File: src/include/acq_pkg.sv
package acq_pkg;

  // Data and port widths.
  localparam int DATA_W = 8;
  localparam int PORT_W = 8;

  // Write ports.
  localparam logic [7:0] WP_MEM_CTL   = 8'h0c;
  localparam logic [7:0] WP_WR_CTL    = 8'h08;
  localparam logic [7:0] WP_TRIG_CTL  = 8'h0b;
  localparam logic [7:0] WP_WR_DATA   = 8'h07;
  localparam logic [7:0] WP_RES_CTL   = 8'h0d;
  localparam logic [7:0] WP_STEP      = 8'h04;
  localparam logic [7:0] WP_CNT_LOAD  = 8'h05;
  localparam logic [7:0] WP_CLEAR     = 8'h0a;

  // Read ports.
  localparam logic [7:0] RP_POD_STAT  = 8'h01;
  localparam logic [7:0] RP_MOS_STAT  = 8'h02;
  localparam logic [7:0] RP_CNT       = 8'h03;
  localparam logic [7:0] RP_PHASE     = 8'h04;

  // Control register fields.
  localparam int MC_LOAD_INH0  = 0;
  localparam int MC_LOAD_INH1  = 4;
  localparam int MC_ACCESS_EN  = 6;
  localparam int MC_STEP_EN    = 7;
  localparam int WC_ECHO       = 3;
  localparam int TC_ECHO       = 4;
  localparam int WD_ECHO       = 2;
  localparam int RC_ECHO       = 7;

  // Status port fields.
  localparam int POD_ACCESS    = 1;
  localparam int POD_WC        = 3;
  localparam int POD_WD        = 7;
  localparam int MOS_OVF       = 0;
  localparam int MOS_TC        = 1;
  localparam int MOS_RC        = 5;

  // Reset values and the counter top value.
  localparam logic [7:0] CTL_RST   = 8'h00;
  localparam logic [7:0] PHASE_RST = 8'h00;
  localparam logic [7:0] CNT_RST   = 8'h00;
  localparam logic [7:0] CNT_TOP   = 8'hff;

endpackage : acq_pkg

File: src/rtl/acq_ring.sv
`timescale 1ns/1ns
// Loadable clock-phase ring; bit 7 carries round into bit 0.
module acq_ring #(
  parameter int W = 8
) (
  // Clock and reset.
  input  wire logic         clk,
  input  wire logic         rst_b,
  // Control.
  input  wire logic         load,
  input  wire logic         adv,
  input  wire logic [W-1:0] din,
  // Phase outputs.
  output logic      [W-1:0] q
);

  // The reset value is a byte constant, so only a byte-wide ring is served.
  if (W != acq_pkg::DATA_W) begin : g_chk
    $error("acq_ring serves only a byte-wide ring");
  end

  logic [W-1:0] q_r;
  logic [W-1:0] q_nxt;

  assign q_nxt = load ? din : (adv ? {q_r[W-2:0], q_r[W-1]} : q_r);
  assign q     = q_r;

  always_ff @(posedge clk) begin
    if (!rst_b) begin
      q_r <= acq_pkg::PHASE_RST;
    end else begin
      q_r <= q_nxt;
    end
  end

endmodule : acq_ring

File: src/rtl/acq_cnt.sv
`timescale 1ns/1ns
// Memory address counter with load priority and a wrap pulse.
module acq_cnt #(
  parameter int W = 8
) (
  // Clock and reset.
  input  wire logic         clk,
  input  wire logic         rst_b,
  // Control.
  input  wire logic         load_n,
  input  wire logic         inc,
  input  wire logic [W-1:0] din,
  // Count and wrap.
  output logic      [W-1:0] q,
  output logic              wrap
);

  // The reset value is a byte constant, so only a byte-wide counter is served.
  if (W != acq_pkg::DATA_W) begin : g_chk
    $error("acq_cnt serves only a byte-wide counter");
  end

  logic [W-1:0] q_r;
  logic [W-1:0] q_nxt;

  assign wrap  = inc && load_n && (q_r == {W{1'b1}});
  assign q_nxt = !load_n ? din : (inc ? q_r + 1'b1 : q_r);
  assign q     = q_r;

  always_ff @(posedge clk) begin
    if (!rst_b) begin
      q_r <= acq_pkg::CNT_RST;
    end else begin
      q_r <= q_nxt;
    end
  end

endmodule : acq_cnt

File: src/rtl/acq_regs.sv
// Added by the designer: the register addresses and the address-and-strobe port.
`timescale 1ns/1ns
module acq_regs #(
  parameter int DW = 8
) (
  // Clock and reset.
  input  wire logic          clk,
  input  wire logic          rst_b,
  // Host I/O port.
  input  wire logic [7:0]    io_addr,
  input  wire logic [DW-1:0] io_wdata,
  input  wire logic          io_wr,
  input  wire logic          io_rd,
  output logic      [DW-1:0] io_rdata,
  output logic               io_rdata_oe,
  // Control settings to the high-speed logic.
  output logic      [DW-1:0] memory_control_reg,
  output logic      [DW-1:0] write_control_reg,
  output logic      [DW-1:0] trigger_control_reg,
  output logic      [DW-1:0] write_data_reg,
  output logic      [DW-1:0] resolution_control_reg,
  // Clock phases and address.
  output logic      [DW-1:0] phase_clocks,
  output logic               phase_clock_0,
  output logic      [DW-1:0] address_counter,
  output logic               address_counter_overflow,
  // Expander clock.
  output logic               exp_addr_step
);

  if (DW != acq_pkg::DATA_W) begin : g_chk
    $error("acq_regs serves only a byte-wide data bus");
  end

  function automatic logic port_hit(input logic [7:0] a,
                                    input logic [7:0] p);
    port_hit = (a == p);
  endfunction : port_hit

  // Write decode.
  logic wr_mem;
  logic wr_wc;
  logic wr_tc;
  logic wr_wd;
  logic wr_rc;
  logic wr_step;
  logic wr_clear;
  logic address_counter_load_n;
  logic [DW-1:0] internal_data_bus;

  assign internal_data_bus = io_wdata;
  assign wr_mem   = io_wr && port_hit(io_addr, acq_pkg::WP_MEM_CTL);
  assign wr_wc    = io_wr && port_hit(io_addr, acq_pkg::WP_WR_CTL);
  assign wr_tc    = io_wr && port_hit(io_addr, acq_pkg::WP_TRIG_CTL);
  assign wr_wd    = io_wr && port_hit(io_addr, acq_pkg::WP_WR_DATA);
  assign wr_rc    = io_wr && port_hit(io_addr, acq_pkg::WP_RES_CTL);
  assign wr_step  = io_wr && port_hit(io_addr, acq_pkg::WP_STEP);
  assign wr_clear = io_wr && port_hit(io_addr, acq_pkg::WP_CLEAR);
  assign address_counter_load_n =
    !(io_wr && port_hit(io_addr, acq_pkg::WP_CNT_LOAD));

  // Control registers.
  logic [DW-1:0] mem_r;
  logic [DW-1:0] wc_r;
  logic [DW-1:0] tc_r;
  logic [DW-1:0] wd_r;
  logic [DW-1:0] rc_r;

  always_ff @(posedge clk) begin
    if (!rst_b) begin
      mem_r <= acq_pkg::CTL_RST;
      wc_r  <= acq_pkg::CTL_RST;
      tc_r  <= acq_pkg::CTL_RST;
      wd_r  <= acq_pkg::CTL_RST;
      rc_r  <= acq_pkg::CTL_RST;
    end else begin
      if (wr_mem) mem_r <= io_wdata;
      if (wr_wc)  wc_r  <= io_wdata;
      if (wr_tc)  tc_r  <= io_wdata;
      if (wr_wd)  wd_r  <= io_wdata;
      if (wr_rc)  rc_r  <= io_wdata;
    end
  end

  assign memory_control_reg     = mem_r;
  assign write_control_reg      = wc_r;
  assign trigger_control_reg    = tc_r;
  assign write_data_reg         = wd_r;
  assign resolution_control_reg = rc_r;

  // Clock generation: free-running unless single stepping is enabled.
  logic access_en;
  logic step_mode;
  logic ring_load_ok;
  logic phase_adv;
  logic phase_load;
  logic cnt_inc;
  logic cnt_wrap;
  logic [DW-1:0] phase_q;
  logic [DW-1:0] cnt_q;

  assign access_en    = mem_r[acq_pkg::MC_ACCESS_EN];
  assign step_mode    = mem_r[acq_pkg::MC_STEP_EN];
  assign ring_load_ok = !mem_r[acq_pkg::MC_LOAD_INH0] &&
                        !mem_r[acq_pkg::MC_LOAD_INH1];
  assign phase_adv    = step_mode ? wr_step : 1'b1;
  assign phase_load   = step_mode && wr_step && ring_load_ok;
  // The counter advances on each phase-0 tick of the ring.
  assign cnt_inc      = phase_adv && phase_q[0];

  acq_ring #(
    .W    (DW)
  ) u_ring (
    .clk  (clk),
    .rst_b(rst_b),
    .load (phase_load),
    .adv  (phase_adv),
    .din  (internal_data_bus),
    .q    (phase_q)
  );

  acq_cnt #(
    .W     (DW)
  ) u_cnt (
    .clk   (clk),
    .rst_b (rst_b),
    .load_n(address_counter_load_n),
    .inc   (cnt_inc),
    .din   (internal_data_bus),
    .q     (cnt_q),
    .wrap  (cnt_wrap)
  );

  assign phase_clocks    = phase_q;
  assign phase_clock_0   = phase_q[0];
  assign address_counter = cnt_q;

  // Overflow flag: a wrap in the clearing cycle still sets it.
  logic ovf_r;
  logic ovf_nxt;
  logic step_r;

  assign ovf_nxt = cnt_wrap ? 1'b1 : (wr_clear ? 1'b0 : ovf_r);

  always_ff @(posedge clk) begin
    if (!rst_b) begin
      ovf_r  <= 1'b0;
      step_r <= 1'b0;
    end else begin
      ovf_r  <= ovf_nxt;
      step_r <= cnt_inc;
    end
  end

  assign address_counter_overflow = ovf_r;
  assign exp_addr_step            = step_r;

  // Read path.
  logic [DW-1:0] pod_stat;
  logic [DW-1:0] mos_stat;
  logic [DW-1:0] rd_mux;
  logic          rd_hit;
  logic          rd_pod;
  logic          rd_mos;
  logic          rd_cnt;
  logic          rd_ph;
  logic [DW-1:0] rdata_r;
  logic          rdata_oe_r;

  always_comb begin
    pod_stat = '0;
    pod_stat[acq_pkg::POD_ACCESS] = mem_r[acq_pkg::MC_ACCESS_EN];
    pod_stat[acq_pkg::POD_WC]     = wc_r[acq_pkg::WC_ECHO];
    pod_stat[acq_pkg::POD_WD]     = wd_r[acq_pkg::WD_ECHO];
  end

  always_comb begin
    mos_stat = '0;
    mos_stat[acq_pkg::MOS_OVF] = ovf_r;
    mos_stat[acq_pkg::MOS_TC]  = tc_r[acq_pkg::TC_ECHO];
    mos_stat[acq_pkg::MOS_RC]  = rc_r[acq_pkg::RC_ECHO];
  end

  assign rd_pod = io_rd && port_hit(io_addr, acq_pkg::RP_POD_STAT);
  assign rd_mos = io_rd && port_hit(io_addr, acq_pkg::RP_MOS_STAT);
  assign rd_cnt = io_rd && port_hit(io_addr, acq_pkg::RP_CNT);
  assign rd_ph  = io_rd && port_hit(io_addr, acq_pkg::RP_PHASE);
  // Acquisition readback ports stay dark while access is disabled.
  assign rd_hit = rd_pod || rd_mos ||
                  ((rd_cnt || rd_ph) && access_en);
  assign rd_mux = rd_pod ? pod_stat :
                  rd_mos ? mos_stat :
                  (rd_cnt && access_en) ? cnt_q :
                  (rd_ph && access_en) ? phase_q :
                  '0;

  always_ff @(posedge clk) begin
    if (!rst_b) begin
      rdata_r    <= '0;
      rdata_oe_r <= 1'b0;
    end else begin
      rdata_r    <= rd_mux;
      rdata_oe_r <= rd_hit;
    end
  end

  assign io_rdata    = rdata_r;
  assign io_rdata_oe = rdata_oe_r;

  // Checks.
  a_reg_capture: assert property (@(posedge clk) disable iff (!rst_b)
    wr_wc |=> (write_control_reg == $past(io_wdata)))
    else $error("write control register missed a write");

  a_pod_echo: assert property (@(posedge clk) disable iff (!rst_b)
    (wr_mem ##1 (rd_pod && !wr_mem)) |=>
      (io_rdata[acq_pkg::POD_ACCESS] ==
       $past(memory_control_reg[acq_pkg::MC_ACCESS_EN])))
    else $error("pod status lost memory access enable");

  a_mos_echo: assert property (@(posedge clk) disable iff (!rst_b)
    rd_mos |=> (io_rdata[acq_pkg::MOS_TC] ==
                $past(tc_r[acq_pkg::TC_ECHO])) &&
               (io_rdata[acq_pkg::MOS_RC] ==
                $past(rc_r[acq_pkg::RC_ECHO])))
    else $error("status port echo bits wrong");

  a_access_gate: assert property (@(posedge clk) disable iff (!rst_b)
    (io_rd && !access_en && !rd_pod && !rd_mos) |=> !io_rdata_oe)
    else $error("readback driven with access disabled");

  a_ring_rotate: assert property (@(posedge clk) disable iff (!rst_b)
    (phase_adv && !phase_load) |=>
      (phase_clocks == {$past(phase_clocks[DW-2:0]),
                        $past(phase_clocks[DW-1])}))
    else $error("phase ring did not rotate");

  a_ring_load: assert property (@(posedge clk) disable iff (!rst_b)
    phase_load |=> (phase_clocks == $past(io_wdata)))
    else $error("phase ring did not load");

  a_cnt_load: assert property (@(posedge clk) disable iff (!rst_b)
    !address_counter_load_n |=> (address_counter == $past(io_wdata)))
    else $error("address counter did not load");

  a_cnt_inc: assert property (@(posedge clk) disable iff (!rst_b)
    (cnt_inc && address_counter_load_n) |=>
      (address_counter == $past(address_counter) + 8'h01))
    else $error("address counter did not step");

  a_ovf_set: assert property (@(posedge clk) disable iff (!rst_b)
    (cnt_inc && address_counter_load_n && address_counter == 8'hff)
      |=> address_counter_overflow ##1
          (address_counter_overflow || $past(wr_clear)))
    else $error("overflow flag not raised on wrap");

  a_rd_window: assert property (@(posedge clk) disable iff (!rst_b)
    !io_rd |=> !io_rdata_oe)
    else $error("read data driven outside a read");

  a_exp_step: assert property (@(posedge clk) disable iff (!rst_b)
    cnt_inc |=> exp_addr_step)
    else $error("expander step not forwarded");

  a_mem_capture: assert property (@(posedge clk) disable iff (!rst_b)
    wr_mem |=> (memory_control_reg == $past(io_wdata)))
    else $error("memory control register missed a write");

  a_tc_capture: assert property (@(posedge clk) disable iff (!rst_b)
    wr_tc |=> (trigger_control_reg == $past(io_wdata)))
    else $error("trigger control register missed a write");

  a_wd_capture: assert property (@(posedge clk) disable iff (!rst_b)
    wr_wd |=> (write_data_reg == $past(io_wdata)))
    else $error("write data register missed a write");

  a_rc_capture: assert property (@(posedge clk) disable iff (!rst_b)
    wr_rc |=> (resolution_control_reg == $past(io_wdata)))
    else $error("resolution register missed a write");

  a_reg_hold: assert property (@(posedge clk) disable iff (!rst_b)
    !wr_wc |=> $stable(write_control_reg))
    else $error("write control register changed without a write");

  a_port_select: assert property (@(posedge clk) disable iff (!rst_b)
    (io_wr && !wr_mem) |=> $stable(memory_control_reg))
    else $error("memory control register took a foreign write");

  a_pod_bits: assert property (@(posedge clk) disable iff (!rst_b)
    rd_pod |=> io_rdata_oe &&
      (io_rdata[acq_pkg::POD_WC] == $past(wc_r[acq_pkg::WC_ECHO])) &&
      (io_rdata[acq_pkg::POD_WD] == $past(wd_r[acq_pkg::WD_ECHO])))
    else $error("pod status echo bits wrong");

  a_cnt_read: assert property (@(posedge clk) disable iff (!rst_b)
    (rd_cnt && access_en) |=>
      (io_rdata_oe && (io_rdata == $past(address_counter))))
    else $error("counter readback wrong");

  a_ph_read: assert property (@(posedge clk) disable iff (!rst_b)
    (rd_ph && access_en) |=>
      (io_rdata_oe && (io_rdata == $past(phase_clocks))))
    else $error("phase readback wrong");

  a_cnt_clock: assert property (@(posedge clk) disable iff (!rst_b)
    (!cnt_inc && address_counter_load_n) |=> $stable(address_counter))
    else $error("address counter moved without a phase-0 clock");

  a_step_hold: assert property (@(posedge clk) disable iff (!rst_b)
    (step_mode && !wr_step) |=> $stable(phase_clocks))
    else $error("phase ring moved without a single step");

  a_ovf_clear: assert property (@(posedge clk) disable iff (!rst_b)
    (wr_clear && !cnt_wrap) |=> !address_counter_overflow)
    else $error("overflow flag not cleared");

  a_exp_quiet: assert property (@(posedge clk) disable iff (!rst_b)
    !cnt_inc |=> !exp_addr_step)
    else $error("expander step without a counter step");

endmodule : acq_regs

File: config.mk
export PLATFORM = sky130hd
export DESIGN_NAME = acq_regs
export DESIGN_NICKNAME = d
export VERILOG_FILES = /design/src/include/acq_pkg.sv /design/src/rtl/acq_ring.sv /design/src/rtl/acq_cnt.sv /design/src/rtl/acq_regs.sv
export SDC_FILE = /design/constraint.sdc
export NUM_CORES = 1
export LEC_CHECK = 0
export BUFFER_PORTS_ARGS = -buffer_cell sky130_fd_sc_hd__buf_2
export CAP_MARGIN = 20
export CORE_UTILIZATION = 35
export CTS_CLUSTER_SIZE = 20
export DETAILED_ROUTE_END_ITERATION = 10
export GPL_ROUTABILITY_DRIVEN = 0
export GPL_TIMING_DRIVEN = 1
export PLACE_DENSITY = 0.69
export SETUP_SLACK_MARGIN = 0.15
export SYNTH_ARGS = -nofsm -noshare
export SYNTH_HDL_FRONTEND = slang
export SYNTH_SLANG_ARGS = --single-unit
File: constraint.sdc
create_clock -name clk -period 2.9 [get_ports clk]
set_clock_uncertainty 0.1 [all_clocks]
set_input_delay 0.58 -clock clk [delete_from_list [all_inputs] [get_ports clk]]
set_output_delay 0.58 -clock clk [all_outputs]
set_load 0.02 [all_outputs]
==> impl_metrics.toml <==
[setup_path]
start_kind = "input pin"
critPathKind = "input pin to register"
slowest_delay_ns = 0.62
worst_path_max_delay_cell = "or4_4"
reg2regPathDepth = 5
worst-endpoint-required_ns = 3.07
end_kind = "register"
reg2reg_from = "memory_control_reg[7]$_SDFFE_PN0P_"
path_cells = "buf_2 -> or4_4 -> o31a_1 -> or4_1 -> a31oi_1"
worstPathMaxFanout = 12
r2r_slack_ns = 1.04
timing.rr.end = "u_ring.q[2]$_SDFFE_PN0P_"
crit_arrival_ns = 2.48

[power]
internal_power_w = 0.00142
power_switching_w = 0.000407
seqPwrFrac_pct = 50.6
ir_worst_vdd_uv = 377
netSwitchingFraction_pct = 22.3
power.density_mw_per_mm2 = 500
p_clk_share_pct = 44.4
power_frac_comb_pct = 5.0
power.static_leakage_nw = 1.60

[global_routing]
grtUsageMet1_pct = 25.5
grt_use_met3_pct = 6.83
track_usage_pct = 19.4
gr-usage-met2_pct = 29.2
top_usage_layer = "met2"
grt_overflow_total = 0
antenna_found_initial = 0
grt_pass1_vias = 2414
grt_pass1_wl_um = 12700
grt_max_degree = 30

[drt]
via_per_inst = 5.31
wirelength_um = 8070
wire_per_inst_um = 15.9
drc = 0
drtIter0Drc = 203
vias = 2687
drtAntennaViolNets = 0
drt_pre_antenna_iters = 4

[sta]
setup_total_negative_slack_ns = 0
finalCritPeriodShare_pct = 79.6
timing.fmax_mhz = 433
fin_crit_ns = 2.31
slew_headroom_pct = 58.7
tightest_slew_ns = 0.615
finalSetupViolations = 0
holdWs_ns = 0.352
rsz0062_at_grt = "no"
hold_violations = 0
maxSlewViolCount = 0

[synthesis]
ys_seq_elements = 67
synth-async-reset-ratio_pct = 0
synthFlopType = "dfxtp_1"
seq_area_frac_synth_pct = 45.9
synth_mux_area_share_pct = 13.7
synth_fp_nets = 334
synth_top_family_by_area = "simple AND/OR/NAND/NOR gates"
yosys_warnings = 0
synth_compound_area_share_pct = 14.9
avgSynthCellArea_sq_um = 9.33
netlist_instances = 313
yosys.area_share.simple_pct = 20.7
synth_xor_area_share_pct = 0
synth_edf_count = 0
synthesis.area_sq_mm = 0.00292
synthAdderAreaFrac_pct = 0.428
ys_types = 44

[layout]
layout.cells.non_filler = 506
syn_to_final_growth_pct = 24.8
nNetsFinal = 420
insertedDiodeCount = 0
layout_common_cells = "buf_2, dfxtp_1, mux2i_1"
final_common_cell = "buf_2"
drive_above_1_share_pct = 30.9

[clock_network]
clock_path_buffers = 2
path_clk_slew_ns = 0.07
clk_latency_ns = 0.34
ctsHoldBuffers = 0
post_cts_buffers = 0
htreeDepth = 3
cts_root_buf = "clkbuf_8"
cts_tree = "built"
cts_resized = 0
cts.sinks = 67
numCtsBuffers = 9

[floorplanning]
core_area_sq_mm = 0.00789
die_area_sq_mm = 0.00872
fp-row-count = 32
die_w_um = 93.4
io-pin-count = 88
die_y_um = 93.4
start_util_pct = 37.0

[placed_design]
dp.final_hpwl_um = 5820
place_inst = 490
io_buffers = 87

[worst_hold_path]
hold_depth = 2
hp-start = "resolution_control_reg[5]$_SDFFE_PN0P_"
worstHoldPathType = "register to register"
hold_end = "resolution_control_reg[5]$_SDFFE_PN0P_"

[outcome]
status = "finished, final reports clean"

[run]
maxCapViolations = 0
==> layer usage <==
layer  part of all wire (%)  vias up
met5                      0        -
li1                       -     1303
met3                    8.8       16
met1                     44     1246
met4                    2.2        0
met2                     45      122
==> synthesized netlist by cell type (all sizes together), types with 2 or more instances <==
library cell / count / share of area, %
a211oi: 4 / 1.0
a21oi: 18 / 3.1
a22oi: 5 / 1.3
a31oi: 7 / 1.5
a32oi: 3 / 0.90
and3: 2 / 0.43
buf: 10 / 2.4
clkbuf: 11 / 1.4
dfxtp: 67 / 46
inv: 4 / 0.51
mux2i: 40 / 14
nand2: 26 / 3.3
nand2b: 3 / 0.64
nand3: 8 / 1.4
nand4: 5 / 1.1
nor2: 36 / 5.3
nor2b: 2 / 0.43
nor3: 6 / 1.4
nor4: 5 / 2.6
o21ai: 25 / 4.3
o31ai: 4 / 1.5
or3: 5 / 1.1
or4: 5 / 1.4
==> worst max path at each step <==
| stage | depth (start not counted) | from | slack (ns) | to |
|---|---|---|---|---|
| 6_report | 5 | io_addr[5] | 0.59 | u_cnt.q[5]$_SDFFE_PN0P_ |
| 5_1_grt | 5 | io_addr[5] | 0.53 | u_cnt.q[7]$_SDFFE_PN0P_ |
| 4_1_cts | 5 | io_addr[5] | 0.63 | u_cnt.q[5]$_SDFFE_PN0P_ |
| 3_5_place_dp | 5 | io_addr[5] | 0.27 | u_cnt.q[5]$_SDFFE_PN0P_ |
| 3_3_place_gp | 5 | io_addr[5] | 0.32 | u_cnt.q[7]$_SDFFE_PN0P_ |
| 2_1_floorplan | 6 | io_addr[5] | 0.44 | trigger_control_reg[0]$_SDFFE_PN0P_ |
==> kinds of logic (layout without fill, tap and decap cells) <==
group,Yosys count,count (layout)
DFF,67,67
muxes,40,40
and+or+nand+nor,109,109
AOI/OAI and AO/OA,71,71
adders and majority gates,1,1
buffers and inverters,25,116
==> critical path, delay by kind of cell <==
family / cells / cell delay [ns]
buf+inv: 1 / 0.10
compound gates: 2 / 0.62
simple gates: 2 / 1.18
==> stage by stage <==
step / cell area, sq um / worst slack, ns / utilization, % / total power, W
2_1_floorplan: 2920 / 0.438 / - / 0.000992
3_3_place_gp: 3440 / 0.317 / 43.6 / 0.00103
3_5_place_dp: 3440 / 0.270 / 43.6 / 0.00103
4_1_cts: 3650 / 0.630 / 46.2 / 0.00184
5_1_grt: 3650 / 0.525 / 46.2 / 0.00190
6_report: 3650 / 0.591 / 46.2 / 0.00182
==> area by class of cell <==
class | instances | area [sq um]
repair buffers | 96 | 503
clock buffers | 15 | 176
flip-flops and latches | 67 | 1340
multi-input cells | 221 | 1450
well taps | 102 | 128
clock inverters | 1 | 30.0
inverters | 4 | 15.0
fillers | 789 | 4240
==> power by group through the flow <==
stage          Combinational (W)  Sequential [W]  Clock [W]
2_1_floorplan          0.0000482        0.000944          0
3_3_place_gp           0.0000882        0.000943          0
3_5_place_dp           0.0000897        0.000943          0
4_1_cts                0.0000900        0.000922   0.000824
5_1_grt                0.0000989        0.000921   0.000879
6_report               0.0000910        0.000922   0.000809
Note: power is estimated with default switching activity, not from simulation.
